`src/core/tcg_regs.vh`:
```
// Constants for the thermistor charge guard: register indices, field positions, reset values and timing.
// Assumes a 50 MHz system clock and an 8-bit register port driven by an external serial slave engine.
`ifndef TCG_REGS_VH
`define TCG_REGS_VH

// Clock rate in kHz, sampling timing in microseconds, interrupt pulse and clock period in nanoseconds.
`define TCG_CLK_KHZ          50000
`define TCG_BIAS_WIN_US      25000
`define TCG_BIAS_PERIOD_US   225000
`define TCG_INT_PULSE_NS     128000
`define TCG_CLK_NS           20

// Register indices on the byte-wide register port.
`define TCG_IDX_COLD         8'h00
`define TCG_IDX_COOL         8'h01
`define TCG_IDX_WARM         8'h02
`define TCG_IDX_HOT          8'h03
`define TCG_IDX_ADJUST       8'h04
`define TCG_IDX_CONFIG       8'h05
`define TCG_IDX_FAULT        8'h06
`define TCG_IDX_SENSE        8'h07
`define TCG_IDX_AUX          8'h08
`define TCG_IDX_OPEN         8'h09

// Default threshold codes: 256 * V / 1.2 V, 8 MSBs of the conversion.
`define TCG_RST_COLD         8'h7C
`define TCG_RST_COOL         8'h6D
`define TCG_RST_WARM         8'h38
`define TCG_RST_HOT          8'h27
`define TCG_RST_OPEN         8'hC0
`define TCG_RST_ADJUST       8'h00
`define TCG_RST_CONFIG       8'h00
`define TCG_UNMAPPED         8'hFF

// Profile encoding in config bits 1:0.
`define TCG_PROF_FULL        2'h0
`define TCG_PROF_HOTCOLD     2'h1
`define TCG_PROF_OFF         2'h2

// Config bit positions.
`define TCG_CFG_PROF_LSB     0
`define TCG_CFG_BIAS_OFF     2
`define TCG_CFG_AUX_NTC      3

// Adjust register fields: fraction bits 2:0, voltage code bits 7:4.
`define TCG_ADJ_FRAC_LSB     0
`define TCG_ADJ_VREG_LSB     4

// Fault register bits.
`define TCG_FLT_HOT          0
`define TCG_FLT_WARM         1
`define TCG_FLT_COOL         2
`define TCG_FLT_COLD         3
`define TCG_FLT_OPEN         4

// Region one-hot bit positions.
`define TCG_RG_NORMAL        0
`define TCG_RG_HOT           1
`define TCG_RG_WARM          2
`define TCG_RG_COOL          3
`define TCG_RG_COLD          4
`define TCG_RG_OPEN          5

`endif

```
`src/core/tcg_sample_timer.v`:
```
// Sampling window timer for the thermistor charge guard.
// Assumes one clock and a synchronous active-high reset; the enable comes from same-clock logic.
`include "tcg_regs.vh"

module tcg_sample_timer #(
  parameter integer WIN_CYC    = 1250000,
  parameter integer PERIOD_CYC = 11250000
) (
  input  wire        sys_clk_in,
  input  wire        sys_rst_in,
  input  wire        run_in,
  output reg         bias_out,
  output reg         done_out
);

  localparam [31:0] LAST_CYC = PERIOD_CYC - 1;

  reg  [31:0] count_reg;

  // Free-running period counter; bias is on during the first part of each period.
  // Parking on the last count makes the first window after a start as long as every later one.
  always @(posedge sys_clk_in) begin
    if (sys_rst_in || !run_in) begin
      count_reg <= LAST_CYC;
      bias_out  <= 1'b0;
      done_out  <= 1'b0;
    end else begin
      if (count_reg == LAST_CYC)
        count_reg <= 32'h0000_0000;
      else
        count_reg <= count_reg + 32'h0000_0001;
      bias_out <= (count_reg < WIN_CYC - 1) || (count_reg == LAST_CYC);
      done_out <= (count_reg == WIN_CYC - 1); // End of window: sample is complete.
    end
  end

endmodule

```
`src/core/tcg_guard.v`:
```
// Thermistor charge guard: sampling control, region classification, charge actions and fault reporting.
// Assumes an external serial slave presents byte register accesses as one-cycle strobes on this clock,
// and an external converter delivers results in the sense domain, synchronised here.
`include "tcg_regs.vh"

// Register map on the byte-wide port, by index:
//   00 cold limit code, 01 cool limit code.
//   02 warm limit code, 03 hot limit code.
//   04 charge adjust: bits 2:0 fraction code f.
//      Bits 7:4 hold the reduced regulation voltage code.
//   05 config: bits 1:0 profile, 0 full, 1 hot/cold, 2 off.
//      Bit 2 stops sampling, but only on battery alone.
//      Bit 3 puts the aux input in thermistor mode.
//   06 fault bits, cleared by the read that returns them.
//      Bit 0 hot, 1 warm, 2 cool, 3 cold, 4 open sensor.
//   07 last sense code, 08 last aux code.
//   09 open-sensor limit code.
// Writes to 06, 07, 08 or unmapped indices are dropped.
// Unmapped reads return all ones.
//
// Timing of one sample, in clock cycles:
//   The timer raises bias for WIN_CYC cycles each period.
//   The bias pin follows one cycle later through its flop.
//   The converter result crosses two flops on its way in.
//   At the window end the top byte is judged once.
//   The region changes on that edge, the pulse starts with it.
//   Charge outputs follow the region one cycle later.
//
// Limitations a user must know:
//   A swing that starts and ends between windows is not seen.
//   This trades response time for a low average bias current.
//   Leaving a fault region for normal sets no fault bit.
//   The host can still follow recovery through the sense code.
//   A fault during a running pulse restarts that pulse.
//   Two close faults therefore merge into one longer pulse.
//   The fraction code f gives (8 - f) eighths of the setting.
//   Results between current steps fall to the lower step.
//   The open limit is judged in every profile, off too.
//   That keeps charging off with a missing sensor.

// Operation
// - With supply valid, bias the sense pin 25 ms every 225 ms only.
// - Software bias-off request ignored while the input supply is present.
// - Profiles: full four-threshold, hot/cold only, or temperature control off.
// - Beyond hot or cold limit, suspend charging and safety timer.
// - Between cool and cold, reduce fast-charge current by the selected fraction.
// - Reduced current truncated down to whole fast-charge current steps.
// - Between hot and warm, lower regulation voltage to the selected value.
// - Every temperature fault gives one 128 us interrupt pulse, any profile.
// - Fault bits latch until host read, the read clearing them.
// - Crossing any of hot, warm, cool or cold thresholds raises an interrupt; the code pulses only on entry to a fault region, not on return to normal.
// - Reading above open-sensor limit disables charging as missing sensor.
// - Converter full scale is 1.2 V.
// - Threshold registers compare with the eight MSBs of the conversion.
// - Default thresholds are 0.585, 0.514, 0.265 and 0.185 V codes.
// - Sense voltage readable whenever input supply or battery present.
// - Auxiliary input in thermistor mode is biased and sampled the same way.
module tcg_guard #(
  parameter integer WIN_CYC      = (`TCG_BIAS_WIN_US * (`TCG_CLK_KHZ / 1000)),
  parameter integer PERIOD_CYC   = (`TCG_BIAS_PERIOD_US * (`TCG_CLK_KHZ / 1000)),
  parameter integer ADC_W        = 16,
  parameter integer FAST_CHARGE_CURRENT_SETTING_W       = 9
) (
  input  wire              sys_clk_in,
  input  wire              sys_rst_in,
  input  wire              supply_valid_in,
  input  wire              battery_present_in,
  input  wire [ADC_W-1:0]  sense_code_in,
  input  wire [ADC_W-1:0]  aux_code_in,
  input  wire [FAST_CHARGE_CURRENT_SETTING_W-1:0] fast_charge_current_setting_in,
  input  wire              reg_wr_in,
  input  wire              reg_rd_in,
  input  wire [7:0]        reg_addr_in,
  input  wire [7:0]        reg_wdata_in,
  output reg  [7:0]        reg_rdata_out,
  output reg               sense_bias_out,
  output reg               aux_bias_out,
  output reg               charge_enable_out,
  output reg               safety_timer_hold_out,
  output reg  [FAST_CHARGE_CURRENT_SETTING_W-1:0] charge_current_out,
  output reg               vreg_reduce_out,
  output reg  [3:0]        vreg_code_out,
  output reg               int_pulse_out
);

  localparam integer PULSE_CYC = (`TCG_INT_PULSE_NS / `TCG_CLK_NS);

  // Region one-hot states.
  localparam [5:0] RG_NORMAL = 6'h01;
  localparam [5:0] RG_HOT    = 6'h02;
  localparam [5:0] RG_WARM   = 6'h04;
  localparam [5:0] RG_COOL   = 6'h08;
  localparam [5:0] RG_COLD   = 6'h10;
  localparam [5:0] RG_OPEN   = 6'h20;

  // Registers.
  reg  [7:0]        cold_limit_code_reg;
  reg  [7:0]        cool_limit_code_reg;
  reg  [7:0]        warm_limit_code_reg;
  reg  [7:0]        hot_limit_code_reg;
  reg  [7:0]        open_limit_code_reg;
  reg  [7:0]        temp_charge_adjust_reg;
  reg  [7:0]        config_reg;
  reg  [4:0]        fault_reg;
  reg  [7:0]        sense_hold_reg;
  reg  [7:0]        aux_hold_reg;
  reg  [5:0]        region_reg;
  reg  [5:0]        region_next;
  reg  [12:0]       pulse_cnt_reg;
  reg  [ADC_W-1:0]  sense_s1_reg;
  reg  [ADC_W-1:0]  sense_s2_reg;
  reg  [ADC_W-1:0]  aux_s1_reg;
  reg  [ADC_W-1:0]  aux_s2_reg;
  reg               supply_s1_reg;
  reg               supply_s2_reg;
  reg               batt_s1_reg;
  reg               batt_s2_reg;
  reg  [4:0]        fault_set;
  reg  [7:0]        rdata_next;
  reg  [FAST_CHARGE_CURRENT_SETTING_W+2:0] scaled_current;

  wire              timer_run;
  wire              timer_bias;
  wire              timer_done;
  wire [1:0]        profile;
  wire [7:0]        sample_code;

  // Classifies one 8-bit code into a region under the given profile.
  function [5:0] classify;
    input [7:0] code;
    input [1:0] prof;
    input [7:0] c_cold;
    input [7:0] c_cool;
    input [7:0] c_warm;
    input [7:0] c_hot;
    input [7:0] c_open;
    begin
      if (code > c_open)
        classify = RG_OPEN;
      else if (prof == `TCG_PROF_OFF)
        classify = RG_NORMAL;
      else if (code > c_cold)
        classify = RG_COLD;
      else if (code < c_hot)
        classify = RG_HOT;
      else if (prof == `TCG_PROF_HOTCOLD)
        classify = RG_NORMAL;
      else if (code > c_cool)
        classify = RG_COOL;
      else if (code < c_warm)
        classify = RG_WARM;
      else
        classify = RG_NORMAL;
    end
  endfunction

  // Pin inputs from the converter and supply monitors cross two flops first.
  always @(posedge sys_clk_in) begin
    if (sys_rst_in) begin
      sense_s1_reg  <= {ADC_W{1'b0}};
      sense_s2_reg  <= {ADC_W{1'b0}};
      aux_s1_reg    <= {ADC_W{1'b0}};
      aux_s2_reg    <= {ADC_W{1'b0}};
      supply_s1_reg <= 1'b0;
      supply_s2_reg <= 1'b0;
      batt_s1_reg   <= 1'b0;
      batt_s2_reg   <= 1'b0;
    end else begin
      sense_s1_reg  <= sense_code_in;
      sense_s2_reg  <= sense_s1_reg;
      aux_s1_reg    <= aux_code_in;
      aux_s2_reg    <= aux_s1_reg;
      supply_s1_reg <= supply_valid_in;
      supply_s2_reg <= supply_s1_reg;
      batt_s1_reg   <= battery_present_in;
      batt_s2_reg   <= batt_s1_reg;
    end
  end

  assign profile = config_reg[`TCG_CFG_PROF_LSB +: 2];

  // The bias-off bit only counts on battery alone; with supply present sampling is forced.
  assign timer_run = supply_s2_reg || (batt_s2_reg && !config_reg[`TCG_CFG_BIAS_OFF]);

  // The 16-bit result maps 1.2 V to full scale; its top byte meets the thresholds.
  assign sample_code = sense_s2_reg[ADC_W-1 -: 8];

  tcg_sample_timer #(
    .WIN_CYC    (WIN_CYC),
    .PERIOD_CYC (PERIOD_CYC)
  ) u_timer (
    .sys_clk_in (sys_clk_in),
    .sys_rst_in (sys_rst_in),
    .run_in     (timer_run),
    .bias_out   (timer_bias),
    .done_out   (timer_done)
  );

  // Region updates only from a completed window, so actions hold between samples.
  always @* begin
    region_next = region_reg;
    if (timer_done)
      region_next = classify(sample_code, profile, cold_limit_code_reg, cool_limit_code_reg,
                             warm_limit_code_reg, hot_limit_code_reg, open_limit_code_reg);
  end

  // A fault is set on entry to any region but normal; leaving normal through any threshold is a crossing.
  always @* begin
    fault_set = 5'h00;
    if (region_next != region_reg) begin
      fault_set[`TCG_FLT_HOT]  = region_next[`TCG_RG_HOT];
      fault_set[`TCG_FLT_WARM] = region_next[`TCG_RG_WARM];
      fault_set[`TCG_FLT_COOL] = region_next[`TCG_RG_COOL];
      fault_set[`TCG_FLT_COLD] = region_next[`TCG_RG_COLD];
      fault_set[`TCG_FLT_OPEN] = region_next[`TCG_RG_OPEN];
    end
  end

  // Scaled current: fraction code f gives (8-f)/8 of the setting, integer divide truncates down.
  always @* begin
    scaled_current = {3'b000, fast_charge_current_setting_in} *
                     ({{FAST_CHARGE_CURRENT_SETTING_W{1'b0}}, 3'h0} + {{FAST_CHARGE_CURRENT_SETTING_W{1'b0}}, 3'h7} -
                      {{FAST_CHARGE_CURRENT_SETTING_W{1'b0}}, temp_charge_adjust_reg[`TCG_ADJ_FRAC_LSB +: 3]} + 1'b1);
  end

  // Register writes; thresholds default to the 10k sensor codes.
  always @(posedge sys_clk_in) begin
    if (sys_rst_in) begin
      cold_limit_code_reg    <= `TCG_RST_COLD;
      cool_limit_code_reg    <= `TCG_RST_COOL;
      warm_limit_code_reg    <= `TCG_RST_WARM;
      hot_limit_code_reg     <= `TCG_RST_HOT;
      open_limit_code_reg    <= `TCG_RST_OPEN;
      temp_charge_adjust_reg <= `TCG_RST_ADJUST;
      config_reg             <= `TCG_RST_CONFIG;
    end else if (reg_wr_in) begin
      case (reg_addr_in)
        `TCG_IDX_COLD:   cold_limit_code_reg    <= reg_wdata_in;
        `TCG_IDX_COOL:   cool_limit_code_reg    <= reg_wdata_in;
        `TCG_IDX_WARM:   warm_limit_code_reg    <= reg_wdata_in;
        `TCG_IDX_HOT:    hot_limit_code_reg     <= reg_wdata_in;
        `TCG_IDX_OPEN:   open_limit_code_reg    <= reg_wdata_in;
        `TCG_IDX_ADJUST: temp_charge_adjust_reg <= reg_wdata_in;
        `TCG_IDX_CONFIG: config_reg             <= reg_wdata_in;
        default:         config_reg             <= config_reg;
      endcase
    end
  end

  // Read mux; unmapped indices return all ones.
  always @* begin
    case (reg_addr_in)
      `TCG_IDX_COLD:   rdata_next = cold_limit_code_reg;
      `TCG_IDX_COOL:   rdata_next = cool_limit_code_reg;
      `TCG_IDX_WARM:   rdata_next = warm_limit_code_reg;
      `TCG_IDX_HOT:    rdata_next = hot_limit_code_reg;
      `TCG_IDX_OPEN:   rdata_next = open_limit_code_reg;
      `TCG_IDX_ADJUST: rdata_next = temp_charge_adjust_reg;
      `TCG_IDX_CONFIG: rdata_next = config_reg;
      `TCG_IDX_FAULT:  rdata_next = {3'h0, fault_reg};
      `TCG_IDX_SENSE:  rdata_next = sense_hold_reg;
      `TCG_IDX_AUX:    rdata_next = aux_hold_reg;
      default:         rdata_next = `TCG_UNMAPPED;
    endcase
  end

  // Fault latch: a new event in the cycle of a read is kept, set wins over clear.
  always @(posedge sys_clk_in) begin
    if (sys_rst_in) begin
      fault_reg     <= 5'h00;
      reg_rdata_out <= 8'h00;
    end else begin
      if (reg_rd_in) begin
        reg_rdata_out <= rdata_next;
      end
      if (reg_rd_in && reg_addr_in == `TCG_IDX_FAULT)
        fault_reg <= fault_set;
      else
        fault_reg <= fault_reg | fault_set;
    end
  end

  // Sample holding and region state.
  always @(posedge sys_clk_in) begin
    if (sys_rst_in) begin
      region_reg     <= RG_NORMAL;
      sense_hold_reg <= 8'h00;
      aux_hold_reg   <= 8'h00;
    end else begin
      region_reg <= region_next;
      if (timer_done && (supply_s2_reg || batt_s2_reg))
        sense_hold_reg <= sample_code;
      if (timer_done && config_reg[`TCG_CFG_AUX_NTC])
        aux_hold_reg <= aux_s2_reg[ADC_W-1 -: 8];
    end
  end

  // Bias pins follow the window timer; aux follows only in thermistor mode.
  always @(posedge sys_clk_in) begin
    if (sys_rst_in) begin
      sense_bias_out <= 1'b0;
      aux_bias_out   <= 1'b0;
    end else begin
      sense_bias_out <= timer_bias;
      aux_bias_out   <= timer_bias && config_reg[`TCG_CFG_AUX_NTC];
    end
  end

  // Charge actions from the held region.
  always @(posedge sys_clk_in) begin
    if (sys_rst_in) begin
      charge_enable_out     <= 1'b0;
      safety_timer_hold_out <= 1'b0;
      charge_current_out    <= {FAST_CHARGE_CURRENT_SETTING_W{1'b0}};
      vreg_reduce_out       <= 1'b0;
      vreg_code_out         <= 4'h0;
    end else begin
      charge_enable_out     <= !(region_reg[`TCG_RG_HOT] || region_reg[`TCG_RG_COLD] ||
                                 region_reg[`TCG_RG_OPEN]);
      safety_timer_hold_out <= region_reg[`TCG_RG_HOT] || region_reg[`TCG_RG_COLD] ||
                               region_reg[`TCG_RG_OPEN];
      // Dropping the three low bits truncates to a whole current step.
      if (region_reg[`TCG_RG_COOL])
        charge_current_out <= scaled_current[FAST_CHARGE_CURRENT_SETTING_W+2:3];
      else
        charge_current_out <= fast_charge_current_setting_in;
      vreg_reduce_out <= region_reg[`TCG_RG_WARM];
      vreg_code_out   <= temp_charge_adjust_reg[`TCG_ADJ_VREG_LSB +: 4];
    end
  end

  // One fixed-length pulse per fault event; a new event restarts the pulse.
  // Thirteen bits hold the full pulse count at this clock; twelve would wrap it short.
  always @(posedge sys_clk_in) begin
    if (sys_rst_in) begin
      pulse_cnt_reg <= 13'h0000;
      int_pulse_out <= 1'b0;
    end else begin
      if (|fault_set)
        pulse_cnt_reg <= PULSE_CYC[12:0];
      else if (pulse_cnt_reg != 13'h0000)
        pulse_cnt_reg <= pulse_cnt_reg - 13'h0001;
      int_pulse_out <= (|fault_set) || (pulse_cnt_reg > 13'h0001);
    end
  end

endmodule

```
`config.mk`:
```
export PLATFORM = sky130hd
export DESIGN_NAME = tcg_guard
export DESIGN_NICKNAME = d
export VERILOG_FILES = /design/src/core/tcg_sample_timer.v /design/src/core/tcg_guard.v
export VERILOG_INCLUDE_DIRS = /design/src /design/src/core
export SDC_FILE = /design/constraint.sdc
export NUM_CORES = 1
export LEC_CHECK = 0
export ABC_AREA = 0
export BUFFER_PORTS_ARGS = -buffer_cell sky130_fd_sc_hd__buf_2
export CAP_MARGIN = 20
export CORE_MARGIN = 3
export CORE_UTILIZATION = 65
export DETAILED_ROUTE_END_ITERATION = 12
export GPL_TIMING_DRIVEN = 0
export PLACE_DENSITY = 0.86
export SLEW_MARGIN = 5
export SYNTH_ARGS = -nofsm -noshare
export SYNTH_HDL_FRONTEND = slang
export SYNTH_SLANG_ARGS = --single-unit
export TNS_END_PERCENT = 30
```
`constraint.sdc`:
```
create_clock -name sys_clk_in -period 11.5 [get_ports sys_clk_in]
set_input_delay 1.15 -clock sys_clk_in [delete_from_list [all_inputs] [get_ports sys_clk_in]]
set_output_delay 1.15 -clock sys_clk_in [all_outputs]
set_load 0.05 [all_outputs]
```
==> metrics.cfg, run 1 <==
[place]
place_inst=1446
place_area_sq_um=10800
buffer_ports.inserted=70
place_congestion=0.891
dp_hpwl_mm=18.9

[timing]
hold_viol=0
fin_crit_sh=0.459
setup_tns_ns=0
drv_slew=0
setup_viol=0
skew_ns=0.0112
fmax_mhz=190
rsz0062_at_grt=no
tightest_slew_ns=0.915
slew_headroom=0.385
fin_crit_ns=5.27

[synthesis]
synth_edf_count=0
yosysWarnings=0
ys_types=77
syn-num-nets=1304
ys_ff_latch=193
synth_cells=1164
syn_avg_cell_area_sq_um=8.77
synthArstFlopShare=0
synthFlopType=dfxtp_1
seq_area_frac_synth=0.378
syn-cell-area_sq_um=10200

[global_route]
grt_pass1_vias=8544
overflow=0
antenna_found_initial=0
grt_pass1_wl_mm=42.5
grt_max_degree=18
gr-usage-all-layers=0.301

[cts]
cts_root_buf=clkbuf_16
postCtsResizedCells=0
path_clk_slew_ns=0.07
ctsHoldBuffers=0
worst_skew_pair.late_latency_ns=0.44
post_cts_buffers=0
cts_buffers=17
tritoncts=yes
cts_buffer_depth=2
htree_levels=4
cts_num_sinks=193

[floorplanning]
core_sq_um=15300
num_rows=45
die_x_microns=131
start_util=0.667
die_h_microns=131
die_area_sq_um=17300
io_pins=90

[critical_path]
crit_chain=clkbuf_1 -> inv_1 -> ha_1 -> xnor2_1 -> and2_1 -> ha_1 -> inv_1 -> fa_1 -> fa_1 -> inv_1 -> ha_1 -> a21oi_1 -> o21ai_0 -> a21oi_1 -> o21ai_0 -> o41ai_1 -> xnor2_1 -> a21boi_0 -> o32ai_1
cp.required_ns=11.84
path_class=reg -> reg
critPathLaunchType=flop
worstSetupEndpointType=flop
crit_arrival_ns=5.61
max_stage_delay_ns=0.57
cp_slowest_cell=xnor2_1
crit_fanout=10

[route]
num_vias=8999
ant_nets=0
drt_iter0_markers=879
viasPerCell=6.09
drc_errors=0
wire_per_inst_microns=17.6
firstDrtPassIters=6
routed_wl_mm=25.9

[final_layout]
largest_reg_flops=32
fin_cells=1477
nFillCells=1119
layout_commonest_cell=dfxtp_1
area_growth_pct=11.9
post-route-cell-area_sq_um=11400
layout_common_cells=193 x dfxtp_1, 124 x nand2_1, 101 x nor2_1, 80 x inv_1, 77 x buf_2
drive_gt1_frac=0.131
antenna_cells=0
nets=1394

[power]
p_leak_uw=0.00476
p_total_uw=1560
pwr_density_cell_nw_per_um2=136
ir_worst_vdd_mv=0.148

[status]
status=complete, no violations

[run]
drv_cap=0

[hold_path]
hp-class=reg -> reg

==> Yosys cell counts, types with 4 or more instances <==
library cell,count,area share
inv_1,80,0.029
buf_1,6,0.0022
o21bai_1,7,0.0051
xor2_1,28,0.024
o21ai_0,33,0.016
clkbuf_1,31,0.011
or3_1,5,0.0031
nor4_1,8,0.0049
and2_1,32,0.020
o21ai_1,4,0.0020
o31ai_1,5,0.0037
nor2_1,101,0.037
ha_1,64,0.078
nor2b_1,48,0.029
a221oi_1,4,0.0034
nand3b_1,5,0.0037
fa_1,13,0.025
nor3_1,24,0.012
mux4_2,9,0.020
nand2_2,8,0.0049
nand3_1,53,0.026
nand2_1,124,0.046
a31oi_1,8,0.0049
and3_1,12,0.0074
a21o_1,9,0.0066
nand4_1,11,0.0067
a22o_1,5,0.0043
xnor2_1,19,0.016
a22oi_1,6,0.0044
mux2i_1,29,0.028
and4_1,6,0.0051
dfxtp_1,193,0.38
o2bb2ai_2,10,0.015
nand2b_1,6,0.0037
a21oi_1,73,0.036
a211o_1,16,0.014
buf_2,7,0.0034
==> worst max-delay path: cells and delay by family, from the launching register on <==
family                   cells  cell delay (ns)
flip-flops                   1             0.43
buffers and inverters        4             0.61
adder cells (fa/ha/maj)      5             1.74
XOR/XNOR                     2             0.76
AND/OR/NAND/NOR              1             0.22
AO/OA/AOI/OAI                7             1.41
==> per-stage QoR <==
step	setup WS, ns	hold slack, ns	util
final	6.23	0.436	0.746
after CTS	6.24	0.438	0.746
after detailed placement	6.24	0.421	0.708
after floorplan	7.17	0.414	-
after global routing	5.79	0.452	0.746
after global placement	6.36	0.416	0.707
==> logic make-up after synthesis <==
kind of cell,Yosys count,synth area share
buffers and inverters,132,0.0527
multiplexers,38,0.0483
XOR/XNOR,47,0.0403
AO/OA/AOI/OAI,216,0.149
adder cells (fa/ha/maj),77,0.104
flip-flops,193,0.378
AND/OR/NAND/NOR,461,0.228
==> per-layer routing <==
| layer | up-vias | share of wire | GRT usage |
|---|---|---|---|
| met2 | 425 | 0.48 | 0.506 |
| met1 | 4280 | 0.42 | 0.387 |
| met4 | 0 | 0.030 | 0.109 |
| met3 | 88 | 0.078 | 0.0586 |
| li1 | 4206 | - | - |
| met5 | - | 0 | 0 |
==> cell type report <==
| class | count | area [sq um] | area share |
|---|---|---|---|
| repair buffers | 71 | 358 | 0.0313 |
| clock buffers | 18 | 439 | 0.0384 |
| inverters | 80 | 300 | 0.0263 |
| clock inverters | 13 | 151 | 0.0133 |
| plain buffers | 52 | 238 | 0.0208 |
| multi-input cells | 839 | 5810 | 0.509 |
| flip-flops and latches | 193 | 3860 | 0.338 |
| well taps | 211 | 264 | 0.0231 |
==> where the power goes <==
part / internal, uW / leakage [uW] / switching (uW)
sequential: 700 / 0.00157 / 27.1
combinational: 90.9 / 0.00290 / 139
clock: 329 / 0.000288 / 270
total: 1120 / 0.00476 / 436
==> worst paths after layout <==
check                                               from                               end  slack, ns  cells after the start
setup / recovery  temp_charge_adjust_reg[0]$_SDFFE_PP0P_  charge_current_out[8]$_SDFF_PP0_       6.23                     19
hold / removal               sense_s1_reg[11]$_SDFF_PP0_       sense_s2_reg[11]$_SDFF_PP0_       0.44                      1
setup reg to reg  temp_charge_adjust_reg[0]$_SDFFE_PP0P_  charge_current_out[8]$_SDFF_PP0_       6.23                     19
hold reg to reg              sense_s1_reg[11]$_SDFF_PP0_       sense_s2_reg[11]$_SDFF_PP0_       0.44                      1
No activity file was read; power rests on OpenSTA's default activity.
==> inputs of run 2 (changes only) <==
Settings changed: CORE_UTILIZATION 65 to 54, PLACE_DENSITY 0.86 to 0.76.
Clock period 11.5 ns to 4.5 ns, I/O delays scaled along.
==> run 2 against run 1 <==
Clock-buffer cell count unchanged. Non-clock buffer count stayed put. Clock power is 150% higher. Setup slack got worse by 6.0 ns. Register-to-register slack got worse by 6.0 ns. Clock skew shrank 0.0015 ns. Critical path type unchanged. Highest routed layer unchanged.
==> metrics.cfg, run 2 (synthesis results as in run 1) <==
[critical_path]
rr_startpoint=temp_charge_adjust_reg[0]$_SDFFE_PP0P_
crit_arrival_ns=4.59  ; -1.02 ns
path_class=reg -> reg
critPathLaunchType=flop
r2r_cells=19  ; unchanged
cp.required_ns=4.81  ; -7.03 ns
crit_fanout=10  ; unchanged
worstSetupEndpointType=flop
timing.rr.end=charge_current_out[8]$_SDFF_PP0_
reg2reg_slack_ns=0.21  ; -6.01 ns

[timing]
fin_crit_sh=0.952  ; +0.494
setup_tns_ns=0  ; unchanged
tightest_slew_ns=1.12  ; +0.209 ns
skew_ns=0.00973  ; -0.00147 ns
fin_crit_ns=4.29  ; -0.989 ns
rsz0062_at_grt=no
hold_viol=0  ; unchanged
drv_slew=0  ; unchanged
setup_viol=0  ; unchanged
fmax_mhz=233  ; +23%
slew_headroom=0.245  ; -0.140

[route]
drc_errors=0  ; unchanged
ant_nets=0  ; unchanged
routed_wl_mm=26.2  ; +0.86%
viasPerCell=5.76  ; -5.5%
num_vias=8617  ; -4.2%
wire_per_inst_microns=17.5  ; -0.42%
drt_iter0_markers=676  ; -23%
firstDrtPassIters=5  ; -1

[floorplanning]
die_h_microns=144  ; +9.3%
io_pins=90  ; unchanged
die_area_sq_um=20600  ; +19%
die_x_microns=144  ; +9.3%
core_sq_um=18300  ; +19%
num_rows=49  ; +8.9%
start_util=0.559  ; -0.108

[cts]
worst_skew_pair.late_latency_ns=0.45  ; about the same
tritoncts=yes
htree_levels=4  ; unchanged
path_clk_slew_ns=0.08  ; about the same
cts_buffers=17  ; unchanged
cts_num_sinks=193  ; unchanged
cts_buffer_depth=2  ; unchanged
cts_root_buf=clkbuf_16

[place]
place_congestion=0.901  ; +1.1%
place_area_sq_um=10900  ; +0.14%
buffer_ports.inserted=70  ; unchanged
dp_hpwl_mm=19.5  ; +3.3%

[power]
pwr-share-seq=0.473  ; +0.006
p_comb_frac=0.150  ; +0.002
p_sw_frac=0.298  ; +0.0177
clkPwrFrac=0.377  ; -0.008
pwr_density_cell_nw_per_um2=341  ; +150%
intPower_uw=2760  ; +150%
p_leak_uw=0.00477  ; +0.30%
switchingPower_uw=1170  ; +170%
ir_worst_vdd_mv=0.316  ; +110%

[global_route]
antenna_found_initial=0  ; unchanged
grt_max_degree=20  ; +2
gr-usage-all-layers=0.260  ; -0.0409
grt_pass1_wl_mm=42.5  ; +0.13%
grt_pass1_vias=8324  ; -2.6%
overflow=0  ; unchanged

[final_layout]
largest_reg_flops=32  ; unchanged
antenna_cells=0  ; unchanged
nFillCells=1551  ; +39%
seqCellArea_sq_um=3870  ; about the same
post-route-cell-area_sq_um=11500  ; +0.69%
multiInputGateArea_sq_um=5870  ; +1.0%
nets=1394  ; unchanged
layout_commonest_cell=dfxtp_1
area_growth_pct=12.6
layout_common_cells=192 x dfxtp_1, 124 x nand2_1, 101 x nor2_1, 80 x inv_1, 77 x buf_2
drive_gt1_frac=0.138  ; +0.00700

[hold_path]
worstHoldStart=sense_code_in[13]
min_to=sense_s1_reg[13]$_SDFF_PP0_
hold_depth=2  ; +1
hp-class=in -> reg

[run]
drv_cap=0  ; unchanged

[status]
status=complete, no violations

==> run 2: cell types whose count changed in the layout (fill, tap and decap cells not counted), sizes merged <==
cell	before	now
bufinv	2	0
clkinv	5	6
clkinvlp	1	2
inv	85	86
==> run 2: cell type report <==
| cell class | count | share of cell area |
|---|---|---|
| Multi-Input combinational cell | 839 | 0.510 |
| Sequential cell | 193 | 0.336 |
| Clock buffer | 18 | 0.0373 |
| Timing Repair Buffer | 71 | 0.0311 |
| Inverter | 80 | 0.0261 |
| Tap cell | 229 | 0.0249 |
| Buffer | 52 | 0.0215 |
| Clock inverter | 14 | 0.0125 |
==> run 2: routing by layer <==
layer	vias to the layer above	GRT usage	wire length, microns
met3	55	0.0476	1740
met5	-	0	0
met4	0	0.0872	634
li1	4207	-	-
met2	281	0.433	12200
met1	4074	0.342	11600
==> run 2: worst max path at each step <==
stage | from | endpoint | slack (ns)
after floorplan | temp_charge_adjust_reg[0]$_SDFFE_PP0P_ | charge_current_out[8]$_SDFF_PP0_ | 0.25
after global placement | temp_charge_adjust_reg[0]$_SDFFE_PP0P_ | charge_current_out[8]$_SDFF_PP0_ | -0.62
after detailed placement | temp_charge_adjust_reg[0]$_SDFFE_PP0P_ | charge_current_out[8]$_SDFF_PP0_ | -0.70
after CTS | temp_charge_adjust_reg[0]$_SDFFE_PP0P_ | charge_current_out[8]$_SDFF_PP0_ | 0.03
after global routing | temp_charge_adjust_reg[0]$_SDFFE_PP0P_ | charge_current_out[8]$_SDFF_PP0_ | 0.06
final | temp_charge_adjust_reg[0]$_SDFFE_PP0P_ | charge_current_out[8]$_SDFF_PP0_ | 0.21
==> run 2: power by group through the flow <==
stage / Sequential, uW / Combinational, uW / Clock (uW)
CTS: 1860 / 586 / 1490
detailed placement: 1900 / 582 / 0
global placement: 1890 / 561 / 0
global route: 1870 / 652 / 1570
finish: 1860 / 588 / 1480
floorplan: 1920 / 394 / 0
==> run 2: metrics by stage <==
| step | power, uW | instances | hold WS (ns) | util | setup WS, ns |
|---|---|---|---|---|---|
| floorplan | 2320 | 1164 | 0.414 | - | 0.253 |
| global placement | 2450 | 1463 | 0.416 | 0.594 | -0.623 |
| detailed placement | 2480 | 1463 | 0.425 | 0.594 | -0.699 |
| CTS | 3930 | 1495 | 0.203 | 0.628 | 0.0253 |
| global route | 4090 | 1496 | 0.211 | 0.630 | 0.0589 |
| finish | 3930 | 1496 | 0.205 | 0.630 | 0.215 |
==> run 2: critical path, cell delays in order, from the launching register on <==
cell and delay [ns]:
dfxtp_4 0.38, clkbuf_8 0.17, inv_1 0.05, ha_2 0.21, xnor2_4 0.16, buf_4 0.17, and2_1 0.15, ha_1 0.27
inv_1 0.05, fa_1 0.52, inv_1 0.05, fa_1 0.47, ha_1 0.35, and2_1 0.17, o21ai_0 0.13, o21ai_1 0.13
o41ai_2 0.25, xnor2_1 0.13, a21boi_0 0.19, o32ai_1 0.12
==> run 2: what timing repair did <==
action,in CTS,in global routing
pin swaps,5,5
gates resized for setup,12,4
setup endpoints to repair,5,2
hold buffers,0,0
buffers inserted,0,1
cloned,0,0
